<file path="src/core/tmr16_consts.svh">
`ifndef TMR16_CONSTS_SVH
`define TMR16_CONSTS_SVH

// Register byte offsets
`define TMR16_OFS_CTRL_A 8'h80
`define TMR16_OFS_CTRL_B 8'h81
`define TMR16_OFS_CNT_LO 8'h84
`define TMR16_OFS_CNT_HI 8'h85
`define TMR16_OFS_CAP_LO 8'h86
`define TMR16_OFS_CAP_HI 8'h87
`define TMR16_OFS_CMPA_LO 8'h88
`define TMR16_OFS_CMPA_HI 8'h89
`define TMR16_OFS_CMPB_LO 8'h8A
`define TMR16_OFS_CMPB_HI 8'h8B
`define TMR16_OFS_FLAGS 8'h8C

// Reset values and writable masks
`define TMR16_CTRL_A_RST 8'h00
`define TMR16_CTRL_B_RST 8'h00
`define TMR16_CTRL_A_MASK 8'hF3
`define TMR16_CTRL_B_MASK 8'hDF
`define TMR16_FLAG_MASK 4'hF
`define TMR16_RDATA_IDLE 8'h00

// Flag bit positions
`define TMR16_FLAG_OVF 0
`define TMR16_FLAG_MATCH_A 1
`define TMR16_FLAG_MATCH_B 2
`define TMR16_FLAG_CAP 3

// Waveform mode numbers
`define TMR16_MODE_NORMAL 4'h0
`define TMR16_MODE_PC8 4'h1
`define TMR16_MODE_PC9 4'h2
`define TMR16_MODE_PC10 4'h3
`define TMR16_MODE_CTC_CMP 4'h4
`define TMR16_MODE_FAST8 4'h5
`define TMR16_MODE_FAST9 4'h6
`define TMR16_MODE_FAST10 4'h7
`define TMR16_MODE_PFC_CAP 4'h8
`define TMR16_MODE_PFC_CMP 4'h9
`define TMR16_MODE_PC_CAP 4'hA
`define TMR16_MODE_PC_CMP 4'hB
`define TMR16_MODE_CTC_CAP 4'hC
`define TMR16_MODE_FAST_CAP 4'hE
`define TMR16_MODE_FAST_CMP 4'hF

// Counter extremes
`define TMR16_BOTTOM 16'h0000
`define TMR16_MAX 16'hFFFF
`define TMR16_TOP_8 16'h00FF
`define TMR16_TOP_9 16'h01FF
`define TMR16_TOP_10 16'h03FF

// Output action codes
`define TMR16_COM_OFF 2'h0
`define TMR16_COM_TOGGLE 2'h1
`define TMR16_COM_CLEAR 2'h2
`define TMR16_COM_SET 2'h3

// Tick source select codes and prescaler masks
`define TMR16_SEL_STOP 3'h0
`define TMR16_SEL_DIV1 3'h1
`define TMR16_SEL_DIV8 3'h2
`define TMR16_SEL_DIV64 3'h3
`define TMR16_SEL_DIV256 3'h4
`define TMR16_SEL_DIV1024 3'h5
`define TMR16_SEL_EXT_FALL 3'h6
`define TMR16_SEL_EXT_RISE 3'h7
`define TMR16_PRE_MASK8 10'h007
`define TMR16_PRE_MASK64 10'h03F
`define TMR16_PRE_MASK256 10'h0FF
`define TMR16_PRE_MASK1024 10'h3FF

`endif

</file>
<file path="src/core/tmr16_pkg.sv">
package tmr16_pkg;

  typedef enum logic [2:0] {
    MC_NORMAL,
    MC_CTC,
    MC_FAST,
    MC_PHASE,
    MC_PFC
  } tmr16_class_type;

  typedef struct packed {
    logic [1:0] com_a;
    logic [1:0] com_b;
    logic [1:0] rsvd;
    logic [1:0] wgm_low;
  } tmr16_ctrl_a_type;

  typedef struct packed {
    logic noise_cancel;
    logic edge_rise;
    logic rsvd;
    logic [1:0] wgm_high;
    logic [2:0] tick_sel;
  } tmr16_ctrl_b_type;

endpackage

</file>
<file path="src/core/tmr16_tick_gen.sv">
`timescale 1ns/10ps
`default_nettype none
`include "tmr16_consts.svh"

module tmr16_tick_gen (
  input wire logic clk_i,
  input wire logic rstn_i,
  input wire logic [2:0] sel_i,
  input wire logic ext_pin_i,
  output logic tick_o
);
  logic [9:0] pre_r;
  logic s1_r, s2_r, s3_r, lvl_r, tick_r;
  wire ext_mode = sel_i[2] & sel_i[1];
  // Only the settled pair is compared; the first stage may be metastable
  wire settled = (s2_r == s3_r);
  wire ext_edge = settled && (s3_r != lvl_r) && (s3_r == sel_i[0]);
  wire [9:0] mask = (sel_i == `TMR16_SEL_DIV8) ? `TMR16_PRE_MASK8 :
                    (sel_i == `TMR16_SEL_DIV64) ? `TMR16_PRE_MASK64 :
                    (sel_i == `TMR16_SEL_DIV256) ? `TMR16_PRE_MASK256 :
                    `TMR16_PRE_MASK1024;
  wire pre_hit = ((pre_r & mask) == mask);
  wire tick_nxt = (sel_i == `TMR16_SEL_STOP) ? 1'b0 :
                  (sel_i == `TMR16_SEL_DIV1) ? 1'b1 :
                  ext_mode ? ext_edge : pre_hit;

  always_ff @(posedge clk_i or negedge rstn_i) begin
    if (!rstn_i) begin
      pre_r <= 10'h000;
      s1_r <= 1'b0;
      s2_r <= 1'b0;
      s3_r <= 1'b0;
      lvl_r <= 1'b0;
      tick_r <= 1'b0;
    end else begin
      pre_r <= pre_r + 10'h001;
      s1_r <= ext_pin_i;
      s2_r <= s1_r;
      s3_r <= s2_r;
      if (settled) begin
        lvl_r <= s3_r;
      end
      tick_r <= tick_nxt;
    end
  end

  assign tick_o = tick_r;
endmodule
`default_nettype wire

</file>
<file path="src/core/tmr16_wave_ctrl.sv">
`timescale 1ns/10ps
`default_nettype none
`include "tmr16_consts.svh"
// Overview of operation
// - All logic on I/O clock, tick enables.
// - Phase-frequency modes load compares at BOTTOM.
// - Nonzero action field takes over pin, except toggle where toggle is not allowed.
// - Driver enabled only when direction is output.
// - Non-PWM: off, toggle, clear, set on match.
// - Fast toggle: A only in 14/15.
// - Fast: 10 non-inverting, 11 inverting.
// - Fast compare at TOP: bottom action only.
// - Dual-slope toggle: A only in 9/11.
// - Dual-slope: level depends on count direction.
// - Mode from control A low, B high.
// - Mode 0: TOP MAX, immediate, overflow MAX.
// - CTC TOP compare A or capture, immediate.
// - Phase correct TOPs, load TOP, overflow BOTTOM.
// - Phase-frequency TOP sources, load and overflow BOTTOM.
// - Fast TOPs, load BOTTOM, overflow at TOP.
// - Tick select: stop, dividers, external edges.
// - Capture disabled while capture sets TOP.

module tmr16_wave_ctrl (
  input wire logic CORE_CLK_I,
  input wire logic RSTN_I,
  input wire logic [7:0] REG_ADDR_I,
  input wire logic [7:0] REG_WDATA_I,
  input wire logic REG_WR_I,
  input wire logic REG_RD_I,
  output logic [7:0] REG_RDATA_O,
  input wire logic EXT_TICK_PIN_I,
  input wire logic CAPTURE_INPUT_PIN_I,
  input wire logic CHAN_A_DIR_I,
  input wire logic CHAN_B_DIR_I,
  output logic CHAN_A_WAVE_OUT_O,
  output logic CHAN_B_WAVE_OUT_O,
  output logic CHAN_A_OVERRIDE_O,
  output logic CHAN_B_OVERRIDE_O,
  output logic CHAN_A_OE_N_O,
  output logic CHAN_B_OE_N_O,
  output logic OVERFLOW_FLAG_O,
  output logic [1:0] COMPARE_MATCH_FLAG_O
);
  import tmr16_pkg::*;

  function automatic tmr16_class_type class_of(input logic [3:0] m);
    case (m)
      `TMR16_MODE_NORMAL: class_of = MC_NORMAL;
      `TMR16_MODE_CTC_CMP, `TMR16_MODE_CTC_CAP: class_of = MC_CTC;
      `TMR16_MODE_FAST8, `TMR16_MODE_FAST9, `TMR16_MODE_FAST10,
      `TMR16_MODE_FAST_CAP, `TMR16_MODE_FAST_CMP: class_of = MC_FAST;
      `TMR16_MODE_PC8, `TMR16_MODE_PC9, `TMR16_MODE_PC10,
      `TMR16_MODE_PC_CAP, `TMR16_MODE_PC_CMP: class_of = MC_PHASE;
      `TMR16_MODE_PFC_CAP, `TMR16_MODE_PFC_CMP: class_of = MC_PFC;
      default: class_of = MC_NORMAL;
    endcase
  endfunction

  function automatic logic cap_is_top(input logic [3:0] m);
    cap_is_top = (m == `TMR16_MODE_PFC_CAP) || (m == `TMR16_MODE_PC_CAP) ||
                 (m == `TMR16_MODE_CTC_CAP) || (m == `TMR16_MODE_FAST_CAP);
  endfunction

  function automatic logic cmp_is_top(input logic [3:0] m);
    cmp_is_top = (m == `TMR16_MODE_CTC_CMP) || (m == `TMR16_MODE_PFC_CMP) ||
                 (m == `TMR16_MODE_PC_CMP) || (m == `TMR16_MODE_FAST_CMP);
  endfunction

  tmr16_ctrl_a_type ctrl_a_r;
  tmr16_ctrl_b_type ctrl_b_r;
  logic [15:0] cnt_r, cnt_nxt, cap_r;
  logic up_r, up_nxt;
  logic [3:0] flags_r;
  logic [7:0] rdata_r;
  logic cs1_r, cs2_r, cs3_r, cap_lvl_r;
  wire tick;
  wire [1:0] match_evt;
  wire [15:0] cmp_a_act;
  wire [15:0] cmp_b_act;

  tmr16_tick_gen u_tick (
    .clk_i(CORE_CLK_I),
    .rstn_i(RSTN_I),
    .sel_i(ctrl_b_r.tick_sel),
    .ext_pin_i(EXT_TICK_PIN_I),
    .tick_o(tick)
  );

  wire [3:0] mode = {ctrl_b_r.wgm_high, ctrl_a_r.wgm_low};
  wire tmr16_class_type mclass = class_of(mode);
  wire dual = (mclass == MC_PHASE) || (mclass == MC_PFC);
  wire immediate = (mclass == MC_NORMAL) || (mclass == MC_CTC);
  wire [15:0] top = cap_is_top(mode) ? cap_r :
                    cmp_is_top(mode) ? cmp_a_act :
                    (mode == `TMR16_MODE_PC8 || mode == `TMR16_MODE_FAST8) ? `TMR16_TOP_8 :
                    (mode == `TMR16_MODE_PC9 || mode == `TMR16_MODE_FAST9) ? `TMR16_TOP_9 :
                    (mode == `TMR16_MODE_PC10 || mode == `TMR16_MODE_FAST10) ? `TMR16_TOP_10 :
                    `TMR16_MAX;
  wire at_top = (cnt_r == top);
  wire at_bot = (cnt_r == `TMR16_BOTTOM);
  wire at_max = (cnt_r == `TMR16_MAX);

  // Register strobes
  wire wr_ctrl_a = REG_WR_I && (REG_ADDR_I == `TMR16_OFS_CTRL_A);
  wire wr_ctrl_b = REG_WR_I && (REG_ADDR_I == `TMR16_OFS_CTRL_B);
  wire wr_cnt_lo = REG_WR_I && (REG_ADDR_I == `TMR16_OFS_CNT_LO);
  wire wr_cnt_hi = REG_WR_I && (REG_ADDR_I == `TMR16_OFS_CNT_HI);
  wire wr_cap_lo = REG_WR_I && (REG_ADDR_I == `TMR16_OFS_CAP_LO);
  wire wr_cap_hi = REG_WR_I && (REG_ADDR_I == `TMR16_OFS_CAP_HI);
  wire wr_flags = REG_WR_I && (REG_ADDR_I == `TMR16_OFS_FLAGS);

  // Counter sequence; a software write takes priority over the tick
  always_comb begin
    cnt_nxt = cnt_r;
    up_nxt = up_r;
    if (wr_cnt_lo) begin
      cnt_nxt = {cnt_r[15:8], REG_WDATA_I};
    end else if (wr_cnt_hi) begin
      cnt_nxt = {REG_WDATA_I, cnt_r[7:0]};
    end else if (tick) begin
      if (dual) begin
        if (up_r && (cnt_r >= top)) begin
          up_nxt = 1'b0;
          cnt_nxt = cnt_r - 16'h0001;
        end else if (!up_r && at_bot) begin
          up_nxt = 1'b1;
          cnt_nxt = cnt_r + 16'h0001;
        end else if (up_r) begin
          cnt_nxt = cnt_r + 16'h0001;
        end else begin
          cnt_nxt = cnt_r - 16'h0001;
        end
      end else if (at_top) begin
        cnt_nxt = `TMR16_BOTTOM;
      end else begin
        cnt_nxt = cnt_r + 16'h0001;
      end
    end
  end

  // Overflow point and buffer load point per mode class
  wire ovf_evt = tick && (immediate ? at_max : (mclass == MC_FAST) ? at_top : at_bot);
  wire load_evt = tick && !immediate && ((mclass == MC_PHASE) ? at_top : at_bot);

  // Capture pin: only the settled second and third stages are looked at
  wire cap_settled = (cs2_r == cs3_r);
  wire cap_edge = cap_settled && (cs3_r != cap_lvl_r) && (cs3_r == ctrl_b_r.edge_rise);
  wire cap_evt = cap_edge && !cap_is_top(mode);

  wire [3:0] flag_set = {cap_evt, match_evt, ovf_evt};
  wire [3:0] flag_clr = wr_flags ? (REG_WDATA_I[3:0] & `TMR16_FLAG_MASK) : 4'h0;
  // Set wins over a clear in the same cycle
  wire [3:0] flags_nxt = (flags_r & ~flag_clr) | flag_set;

  always_ff @(posedge CORE_CLK_I or negedge RSTN_I) begin
    if (!RSTN_I) begin
      ctrl_a_r <= `TMR16_CTRL_A_RST;
      ctrl_b_r <= `TMR16_CTRL_B_RST;
      cnt_r <= `TMR16_BOTTOM;
      up_r <= 1'b1;
      flags_r <= 4'h0;
    end else begin
      if (wr_ctrl_a) begin
        ctrl_a_r <= REG_WDATA_I & `TMR16_CTRL_A_MASK;
      end
      if (wr_ctrl_b) begin
        ctrl_b_r <= REG_WDATA_I & `TMR16_CTRL_B_MASK;
      end
      cnt_r <= cnt_nxt;
      up_r <= up_nxt;
      flags_r <= flags_nxt;
    end
  end

  always_ff @(posedge CORE_CLK_I or negedge RSTN_I) begin
    if (!RSTN_I) begin
      cap_r <= `TMR16_BOTTOM;
      cs1_r <= 1'b0;
      cs2_r <= 1'b0;
      cs3_r <= 1'b0;
      cap_lvl_r <= 1'b0;
    end else begin
      cs1_r <= CAPTURE_INPUT_PIN_I;
      cs2_r <= cs1_r;
      cs3_r <= cs2_r;
      if (cap_settled) begin
        cap_lvl_r <= cs3_r;
      end
      if (cap_evt) begin
        cap_r <= cnt_r;
      end else if (wr_cap_lo) begin
        cap_r <= {cap_r[15:8], REG_WDATA_I};
      end else if (wr_cap_hi) begin
        cap_r <= {REG_WDATA_I, cap_r[7:0]};
      end
    end
  end

  genvar ch;
  generate
    for (ch = 0; ch < 2; ch++) begin : g_ch
      logic [15:0] buf_r, act_r;
      logic wave_r, ovr_r, oen_r, wave_nxt;
      wire [7:0] ofs_lo = (ch == 0) ? `TMR16_OFS_CMPA_LO : `TMR16_OFS_CMPB_LO;
      wire [7:0] ofs_hi = (ch == 0) ? `TMR16_OFS_CMPA_HI : `TMR16_OFS_CMPB_HI;
      wire wr_lo = REG_WR_I && (REG_ADDR_I == ofs_lo);
      wire wr_hi = REG_WR_I && (REG_ADDR_I == ofs_hi);
      wire [1:0] com = (ch == 0) ? ctrl_a_r.com_a : ctrl_a_r.com_b;
      wire [15:0] buf_nxt = wr_lo ? {buf_r[15:8], REG_WDATA_I} :
                            wr_hi ? {REG_WDATA_I, buf_r[7:0]} : buf_r;
      wire toggle_ok = (mclass == MC_FAST) ? ((ch == 0) && mode[3] && mode[2] && mode[1]) :
                       dual ? ((ch == 0) && mode[3] && mode[0] && !mode[2]) :
                       1'b1;
      wire connected = (com != `TMR16_COM_OFF) &&
                       !((com == `TMR16_COM_TOGGLE) && !toggle_ok);
      wire match = match_evt[ch];
      wire match_at_top = (act_r == top) && com[1];

      assign match_evt[ch] = tick && (cnt_r == act_r);

      always_comb begin
        wave_nxt = wave_r;
        if (connected) begin
          if (com == `TMR16_COM_TOGGLE) begin
            if (match) begin
              wave_nxt = !wave_r;
            end
          end else if (immediate) begin
            if (match) begin
              wave_nxt = com[0];
            end
          end else if (mclass == MC_FAST) begin
            if (match && !match_at_top) begin
              wave_nxt = com[0];
            end else if (tick && at_bot) begin
              wave_nxt = !com[0];
            end
          end else if (match) begin
            wave_nxt = up_r ? com[0] : !com[0];
          end
        end
      end

      always_ff @(posedge CORE_CLK_I or negedge RSTN_I) begin
        if (!RSTN_I) begin
          buf_r <= `TMR16_BOTTOM;
          act_r <= `TMR16_BOTTOM;
          wave_r <= 1'b0;
          ovr_r <= 1'b0;
          oen_r <= 1'b1;
        end else begin
          buf_r <= buf_nxt;
          if (immediate) begin
            act_r <= buf_nxt;
          end else if (load_evt) begin
            act_r <= buf_r;
          end
          wave_r <= wave_nxt;
          ovr_r <= connected;
          oen_r <= !(connected && ((ch == 0) ? CHAN_A_DIR_I : CHAN_B_DIR_I));
        end
      end
    end
  endgenerate

  assign cmp_a_act = g_ch[0].act_r;
  assign cmp_b_act = g_ch[1].act_r;

  // Read mux; unmapped addresses read zero
  wire [7:0] rd_mux =
    (REG_ADDR_I == `TMR16_OFS_CTRL_A) ? ctrl_a_r :
    (REG_ADDR_I == `TMR16_OFS_CTRL_B) ? ctrl_b_r :
    (REG_ADDR_I == `TMR16_OFS_CNT_LO) ? cnt_r[7:0] :
    (REG_ADDR_I == `TMR16_OFS_CNT_HI) ? cnt_r[15:8] :
    (REG_ADDR_I == `TMR16_OFS_CAP_LO) ? cap_r[7:0] :
    (REG_ADDR_I == `TMR16_OFS_CAP_HI) ? cap_r[15:8] :
    (REG_ADDR_I == `TMR16_OFS_CMPA_LO) ? g_ch[0].buf_r[7:0] :
    (REG_ADDR_I == `TMR16_OFS_CMPA_HI) ? g_ch[0].buf_r[15:8] :
    (REG_ADDR_I == `TMR16_OFS_CMPB_LO) ? g_ch[1].buf_r[7:0] :
    (REG_ADDR_I == `TMR16_OFS_CMPB_HI) ? g_ch[1].buf_r[15:8] :
    (REG_ADDR_I == `TMR16_OFS_FLAGS) ? {4'h0, flags_r} :
    `TMR16_RDATA_IDLE;

  always_ff @(posedge CORE_CLK_I or negedge RSTN_I) begin
    if (!RSTN_I) begin
      rdata_r <= `TMR16_RDATA_IDLE;
    end else begin
      rdata_r <= REG_RD_I ? rd_mux : `TMR16_RDATA_IDLE;
    end
  end

  assign REG_RDATA_O = rdata_r;
  assign CHAN_A_WAVE_OUT_O = g_ch[0].wave_r;
  assign CHAN_B_WAVE_OUT_O = g_ch[1].wave_r;
  assign CHAN_A_OVERRIDE_O = g_ch[0].ovr_r;
  assign CHAN_B_OVERRIDE_O = g_ch[1].ovr_r;
  assign CHAN_A_OE_N_O = g_ch[0].oen_r;
  assign CHAN_B_OE_N_O = g_ch[1].oen_r;
  assign OVERFLOW_FLAG_O = flags_r[`TMR16_FLAG_OVF];
  assign COMPARE_MATCH_FLAG_O = {flags_r[`TMR16_FLAG_MATCH_B], flags_r[`TMR16_FLAG_MATCH_A]};
endmodule
`default_nettype wire

</file>
<file path="config.mk">
export PLATFORM = sky130hd
export DESIGN_NAME = tmr16_wave_ctrl
export DESIGN_NICKNAME = d
export VERILOG_FILES = /design/src/core/tmr16_pkg.sv /design/src/core/tmr16_tick_gen.sv /design/src/core/tmr16_wave_ctrl.sv
export VERILOG_INCLUDE_DIRS = /design/src /design/src/core
export SDC_FILE = /design/constraint.sdc
export NUM_CORES = 1
export LEC_CHECK = 0
export ABC_CLOCK_PERIOD_IN_PS = 4500
export BUFFER_PORTS_ARGS = -buffer_cell sky130_fd_sc_hd__buf_4
export CORE_ASPECT_RATIO = 0.8
export CORE_MARGIN = 5
export CORE_UTILIZATION = 28
export DETAILED_ROUTE_END_ITERATION = 6
export GPL_TIMING_DRIVEN = 0
export SLEW_MARGIN = 20
export SYNTH_ARGS = -nofsm -noshare
export SYNTH_HDL_FRONTEND = slang
export SYNTH_SLANG_ARGS = --single-unit
</file>
<file path="constraint.sdc">
create_clock -name CORE_CLK_I -period 4.5 [get_ports CORE_CLK_I]
set_clock_uncertainty 0.15 [all_clocks]
set_input_delay 0.45 -clock CORE_CLK_I [delete_from_list [all_inputs] [get_ports CORE_CLK_I]]
set_output_delay 0.45 -clock CORE_CLK_I [all_outputs]
set_load 0.02 [all_outputs]
</file>
==> metrics, run 1 <==
status finished, final reports clean; die height 177 µm; asr flop ratio synth 100%; Area Growth Syn to Fin 16.3%; Seq pwr share 37.4%; Critical Path RT 4.67 ns; WHS Endpoint g_ch[0].buf_r[9]; number of global-route vias before repair 8519; Crit Reg-Reg Endpoint cnt_r[9]; Sw Ratio 37.0%; synth unique cells 75; pwr dens 382 nW/µm²; GR Overflow Total 0; final setup margin 0.293 ns; CTS root buffer clkbuf_16; DR WL/cell 23.5 µm; clock latency at the later pin of the worst-skew pair 0.44 ns; Hold Crit Depth 2; P_int 0.00273 W; Slew @ Worst Pin 1.07 ns; GP Congestion 1.00; CP startpoint ctrl_a_r[1]; largest net degree at the start of global routing 95; setup TNS 0 ns; fmax 238 MHz; port bufs 33; Net Sw Power 0.00160 W; crit end category flip-flop; row cnt 61; Ant. Diodes 0; r2r startpoint ctrl_a_r[1]; slew margin rel. 28.5%; Pwr Total 0.00433 W; residual DRC count 0; antenna violations before repair 1; total die area 38700 µm²; Nets 1178; clk slew on worst S/H paths 0.07 ns; Tmin final 4.21 ns; Max Slew Vio Count 0; Finished Cell Area 11300 µm²; Worst setup SP type flip-flop; Post-Syn Area 9750 µm²; global-route wire length before repair 56100 µm; Top FF cell, synth dfrtp_1; Warnings, synthesis 0; unrepaired setup endpoints after global routing false; Worst Min Path Start REG_WDATA_I[1]; total core area 34600 µm²; Fillers 3600; share of layout cells above drive strength 1 14.4%; routed wire length 38000 µm; Post-DP Area 10600 µm²; CTS tree done; Clock Path Buffers 2; hpwl dp 27800 µm; Ports 41; gr usage total 19.4%; Static Leakage 5.02 nW; DR iter-0 viols 1382; initial core utilization 28.2%; DRT Pass-1 Iters 6; clk sink count 147; Logic pwr share 26.5%; Max Cap Viol 0; Finished Layout Cells 1620; total CTS buffers 17; worst reg2reg setup slack 0.29 ns; Post-synth EDFFs 0; Die W 219 µm; Data arrival, critical path 4.38 ns; vias 9160; CTS H-Tree Depth 4; Clk network pwr share 36.0%; # setup viols final 0; worst vdd ir 0.000203 V; Post-Syn Instances 1076; Hold Crit Class in -> reg; syn_area_per_cell 9.06 µm²; FF-to-FF path depth 17; syn_nets 1119; Crit Path Max Fanout 10; Routed Antenna Nets 0; kind of critical path reg -> reg; final worst-path cycle share 93.5%; placed cell count 1582; dpl ws -0.415 ns; post-synthesis sequential area ratio 37.8%; Final Hold Fails 0; vias per cell 5.65; Synth Register Bits 147
[per-stage QoR]
step	utilization (%)	hold slack, ns
after global placement	30.6	0.187
after global routing	32.8	0.147
after detailed placement	30.7	0.186
final	32.8	0.151
after CTS	32.8	0.129
after floorplan	-	0.00441
[cells by family (layout without fill, tap and decap cells)]
logic type,count (synthesis),in the layout,synth area share (%)
compound gates,274,274,18.1
buf+inv,114,186,4.84
simple gates,345,345,17.9
mux,120,120,13.7
xor+xnor,55,55,4.94
flops,147,147,37.8
fa+ha+maj,21,21,2.64
[worst max path at each step]
stage           endpoint  slack [ns]  cells after the start
3_3_place_gp    cnt_r[9]       -0.40                     15
4_1_cts         cnt_r[9]        0.14                     15
3_5_place_dp    cnt_r[8]       -0.41                     15
2_1_floorplan  cnt_r[10]        0.67                     16
6_report        cnt_r[9]        0.29                     17
5_1_grt         cnt_r[9]        0.08                     17
[timing repair]
| action | CTS | global route |
|---|---|---|
| pin swaps | 0 | 1 |
| endpoints found under the setup margin | 24 | 12 |
| gates resized for setup | 5 | 1 |
| hold buffers | 5 | 0 |
| endpoints found under the hold margin | 57 | 0 |
| setup buffers | 0 | 1 |
[layout make-up]
class,count,area (µm²),share of cell area [%]
inverter,29,109,0.960
sequential,147,3680,32.5
timing repair buffer,40,340,3.00
buffer,85,367,3.23
tap,472,591,5.21
clock inverter,13,184,1.62
clock buffer,19,453,4.00
multi-input combinational,815,5610,49.5
[power groups by stage]
stage	Clock [W]	Sequential, W	Combinational [W]
3_5_place_dp	0	0.00163	0.00110
4_1_cts	0.00158	0.00161	0.00111
5_1_grt	0.00163	0.00162	0.00124
3_3_place_gp	0	0.00163	0.00110
6_report	0.00156	0.00162	0.00115
2_1_floorplan	0	0.00155	0.000760
[registers in the layout, indices dropped and copies added (netlist names), 7 cells and up]
name and count:
g_ch.buf_r 32, cap_r 16, cmp_a_act 16, cmp_b_act 16, cnt_r 16, u_tick.pre_r 10, REG_RDATA_O 8, ctrl_b_r 7
[placed cells by master, fill, tap and decap left out, types with 8 or more instances in the layout]
master	Yosys	final
a211o_1	8	8
a211oi_1	8	8
a21oi_1	60	60
a22oi_1	17	17
a31oi_1	14	14
and3_1	18	18
buf_1	9	8
buf_2	8	9
buf_4	3	36
clkbuf_1	62	60
clkbuf_16	0	17
dfrtp_1	144	144
ha_1	19	19
inv_1	29	29
mux2_2	50	50
mux2i_1	64	64
nand2_1	106	106
nand2b_1	12	12
nand3_1	28	28
nand4_1	11	11
nor2_1	73	72
nor2b_1	15	15
nor3_1	23	23
nor4_1	10	9
o21ai_0	75	75
o22ai_1	16	16
o2bb2ai_1	8	8
or3_1	12	12
xnor2_1	33	33
xor2_1	22	22
[cells in the mapped netlist, drive strengths merged (8+ instances only)]
cell     count  area share (%)
a211o        8            0.72
a211oi       8            0.62
a21oi       60             3.1
a22oi       17             1.3
a31oi       14            0.90
and3        18             1.2
buf         23             1.3
clkbuf      62             2.4
dfrtp      144              37
ha          19             2.4
inv         29             1.1
mux2        50             5.8
mux2i       64             6.6
nand2      106             4.1
nand2b      12            0.77
nand3       28             1.4
nand4       11            0.71
nor2        76             3.0
nor2b       15            0.96
nor3        24             1.3
nor4        12             1.1
o21ai       79             4.1
o22ai       16             1.0
o2bb2ai     10             1.0
or3         12            0.77
or4          9            0.77
xnor2       33             3.0
xor2        22             2.0
[worst max-delay path, cell delays in order (launching register included)]
cell,delay (ns)
dfrtp_1,0.36
buf_2,0.18
nor2b_1,0.22
clkbuf_2,0.31
nor3b_1,0.09
a211o_1,0.38
ha_1,0.34
nand4_1,0.21
nor2_1,0.19
o21ai_0,0.10
a31o_2,0.27
a31oi_1,0.29
nand2b_1,0.09
buf_4,0.17
buf_6,0.15
nor3_1,0.16
o32ai_1,0.15
a221o_1,0.27
[routing by layer]
layer  vias to the layer above  global-route usage (%)  share of wire [%]  routed length (µm)
met5                         -                       0              0.034                  13
met2                       534                    27.0                 41               15700
met3                        88                    6.26                 12                4520
met4                         2                    7.04                3.5                1330
met1                      4510                    28.0                 43               16400
li1                       4026                       -                  -                   -
(Power assumes the default switching activity.)
==> run 2, diff against run 1 <==
RECOVER_POWER = 25   (was not set)
REMOVE_ABC_BUFFERS = 1   (was not set)
==> run 2 against run 1 <==
The flow now finishes with violations (capacitance limit, slew limit). Sequential cell count is the same. Count of clock-buffer cells in the layout rose by 2. Clock power is 4% lower. Die area unchanged. Routed wire length is 8.5% lower. Worst setup slack got worse by 0.11 ns. Global-route usage fell by 1.5 points. First-iteration DRC count decreased by 18%. Sequential share of layout area increased by 0.57 points. Non-clock buffer count down 70. Design area is 1.5% lower.
==> metrics, run 2 (synthesis gave the netlist of run 1 again) <==
status finished with violations; violated checks capacitance limit, slew limit; max reg flops 32 (unchanged); Area Growth Syn to Fin 14.6%; Fillers 3565 (-0.97%); most flop-heavy register g_ch.buf_r; number of global-route vias before repair 8337 (-2.1%); placed cell count 1511 (-4.5%); M3 GR Usage 5.47% (-0.79 points); global routing's busiest layer met1; most common cell after layout, fill and taps aside dfrtp_1; clk slew on worst S/H paths 0.06 ns (about the same); met1 usage 26.0% (-2.0 points); kind of critical path reg -> reg; DR iter-0 viols 1129 (-18%); final hold slack 0.170 ns (+0.0196 ns); cells along the critical path nand2b_1, nor2_1, o31a_1, ha_1, nand4_1, nor4_4, a211oi_1, o21a_1, a31o_2, nor2_1, a221oi_1, a311oi_1, a31o_2; post-layout util 32.3% (-0.48 points); total die area 38700 µm² (unchanged); Clock Path Buffers 2 (unchanged); gr usage total 17.9% (-1.5 points); CTS root buffer clkbuf_16; P_int 0.00269 W (-1.3%); Logic pwr share 21.9% (-4.6 points); clock latency at the later pin of the worst-skew pair 0.45 ns (about the same); Seq pwr share 42.5% (+5.1 points); Static Leakage 4.92 nW (-2.0%); Hold Crit Class in -> reg; critical path's top delay family simple AND/OR/NAND/NOR gates; CP peak stage delay 0.68 ns (+0.30 ns); Buf/Inv on CP 0 (-4); Max Cap Viol 1 (+1); dpl ws -0.678 ns (-0.263 ns); share of layout cells above drive strength 1 15.6% (+1.2 points); global-route wire length before repair 52500 µm (-6.5%); CTS tree done; most frequent cells in the layout dfrtp_1 (140), nand2_1 (105), o21ai_0 (75); Sw Ratio 35.8% (-1.2 points); residual DRC count 0 (unchanged); die height 177 µm (unchanged); worst vdd ir 0.000244 V (+20%); Critical Path RT 4.73 ns (+0.06 ns); routed wire length 34800 µm (-8.5%); Tmin final 4.32 ns (+0.113 ns); hpwl dp 24700 µm (-11%); GR Overflow Total 0 (unchanged); total CTS buffers 17 (unchanged); CTS H-Tree Depth 4 (unchanged); DRT Pass-1 Iters 5 (-1); Finished Layout Cells 1550 (-4.3%); Worst setup SP type flip-flop; Crit-path slowest cell dfrtp_2; Post-DP Area 10400 µm² (-1.7%); unrepaired setup endpoints after global routing false; Slew @ Worst Pin 2.90 ns (+1.83 ns); # setup viols final 0 (unchanged); initial core utilization 28.2% (unchanged); port bufs 40 (+21%); final worst-path cycle share 96.0% (+2.5 points); clk sink count 147 (unchanged); pwr dens 375 nW/µm² (-1.8%); fmax 231 MHz (-2.6%); Nets 1108 (-5.9%); slew margin rel. -93.6% (-120 points); antenna violations before repair 2 (+1); crit end category flip-flop; GR met2 Demand/Resource 25.1% (-1.9 points); Net Sw Power 0.00150 W (-6.5%); final setup margin 0.180 ns (-0.113 ns); vias 8640 (-5.7%); Finished Cell Area 11200 µm² (-1.5%); Data arrival, critical path 4.55 ns (+0.17 ns); Crit Path Max Fanout 19 (+9); Ant. Diodes 0 (unchanged); total core area 34600 µm² (unchanged); Clk network pwr share 35.6% (-0.4 points); GP Congestion 0.978 (-2.6%); row cnt 61 (unchanged); Die W 219 µm (unchanged); vias per cell 5.57 (-1.4%); Final Hold Fails 0 (unchanged); Routed Antenna Nets 0 (unchanged); largest net degree at the start of global routing 92 (-3.2%); DR WL/cell 22.4 µm (-4.4%); Max Slew Vio Count 57 (+57); Ports 41 (unchanged)
-- run 2: changes by cell type in the layout (fill, tap and decap cells not counted), moves of 3 or more --
| cell | before | now |
|---|---|---|
| dfrtp_1 | 144 | 140 |
| clkinvlp_4 | 0 | 3 |
| buf_2 | 9 | 0 |
| buf_1 | 8 | 0 |
| inv_8 | 5 | 2 |
| clkbuf_1 | 60 | 6 |
-- run 2: power groups by stage --
stage / Clock, W / Combinational [W] / Sequential, W
after detailed placement: 0 / 0.000890 / 0.00179
after CTS: 0.00152 / 0.000900 / 0.00177
after global placement: 0 / 0.000857 / 0.00179
after floorplan: 0 / 0.000626 / 0.00162
final: 0.00149 / 0.000918 / 0.00178
after global routing: 0.00157 / 0.00102 / 0.00178
-- run 2: final cells by class --
class	instances	area [µm²]	share of cell area (%)
inverters	29	113	1.01
clock inverters	11	141	1.27
well taps	472	591	5.29
repair buffers	55	518	4.64
multi-input cells	815	5650	50.6
flip-flops and latches	147	3690	33.1
clock buffers	21	460	4.12
-- run 2: stage by stage --
| step | total power [W] | TNS [ns] |
|---|---|---|
| 4_1_cts | 0.00418 | 0 |
| 3_3_place_gp | 0.00265 | -139.19 |
| 2_1_floorplan | 0.00225 | -25.68 |
| 6_report | 0.00419 | 0 |
| 3_5_place_dp | 0.00268 | -6.83 |
| 5_1_grt | 0.00437 | 0 |
-- run 2: repair_timing --
item | CTS | global route
hold buffers | 5 | 0
endpoints found under the setup margin | 35 | 8
gates resized for setup | 9 | 3
hold endpoints to repair | 57 | 0
setup buffers | 0 | 2
-- run 2: worst reg2reg max path, stage by stage, from the launching register on --
cell and delay [ns]:
dfrtp_2 0.68, nand2b_1 0.45, nor2_1 0.09, o31a_1 0.33, ha_1 0.31, nand4_1 0.19
nor4_4 0.41, a211oi_1 0.09, o21a_1 0.15, a31o_2 0.30, nor2_1 0.45, a221oi_1 0.22
a311oi_1 0.31, a31o_2 0.14
-- run 2: final timing paths --
path                             startpoint          endpoint  slack (ns)  cells after the start
worst max-delay path            ctrl_a_r[1]          cnt_r[8]        0.18                     13
worst min-delay path               REG_RD_I    REG_RDATA_O[3]        0.17                      3
worst max register to register  ctrl_a_r[1]          cnt_r[8]        0.18                     13
worst min register to register        cs1_r             cs2_r        0.20                      0
max in group asynchronous            RSTN_I  g_ch[0].buf_r[7]        1.00                      2
min in group asynchronous            RSTN_I          cnt_r[9]        1.54                      2
-- run 2: per-layer routing --
layer	routed length [µm]	share of wire, %
met5	27	0.078
met4	1040	3.0
met3	3760	11
met1	15500	45
met2	14400	42
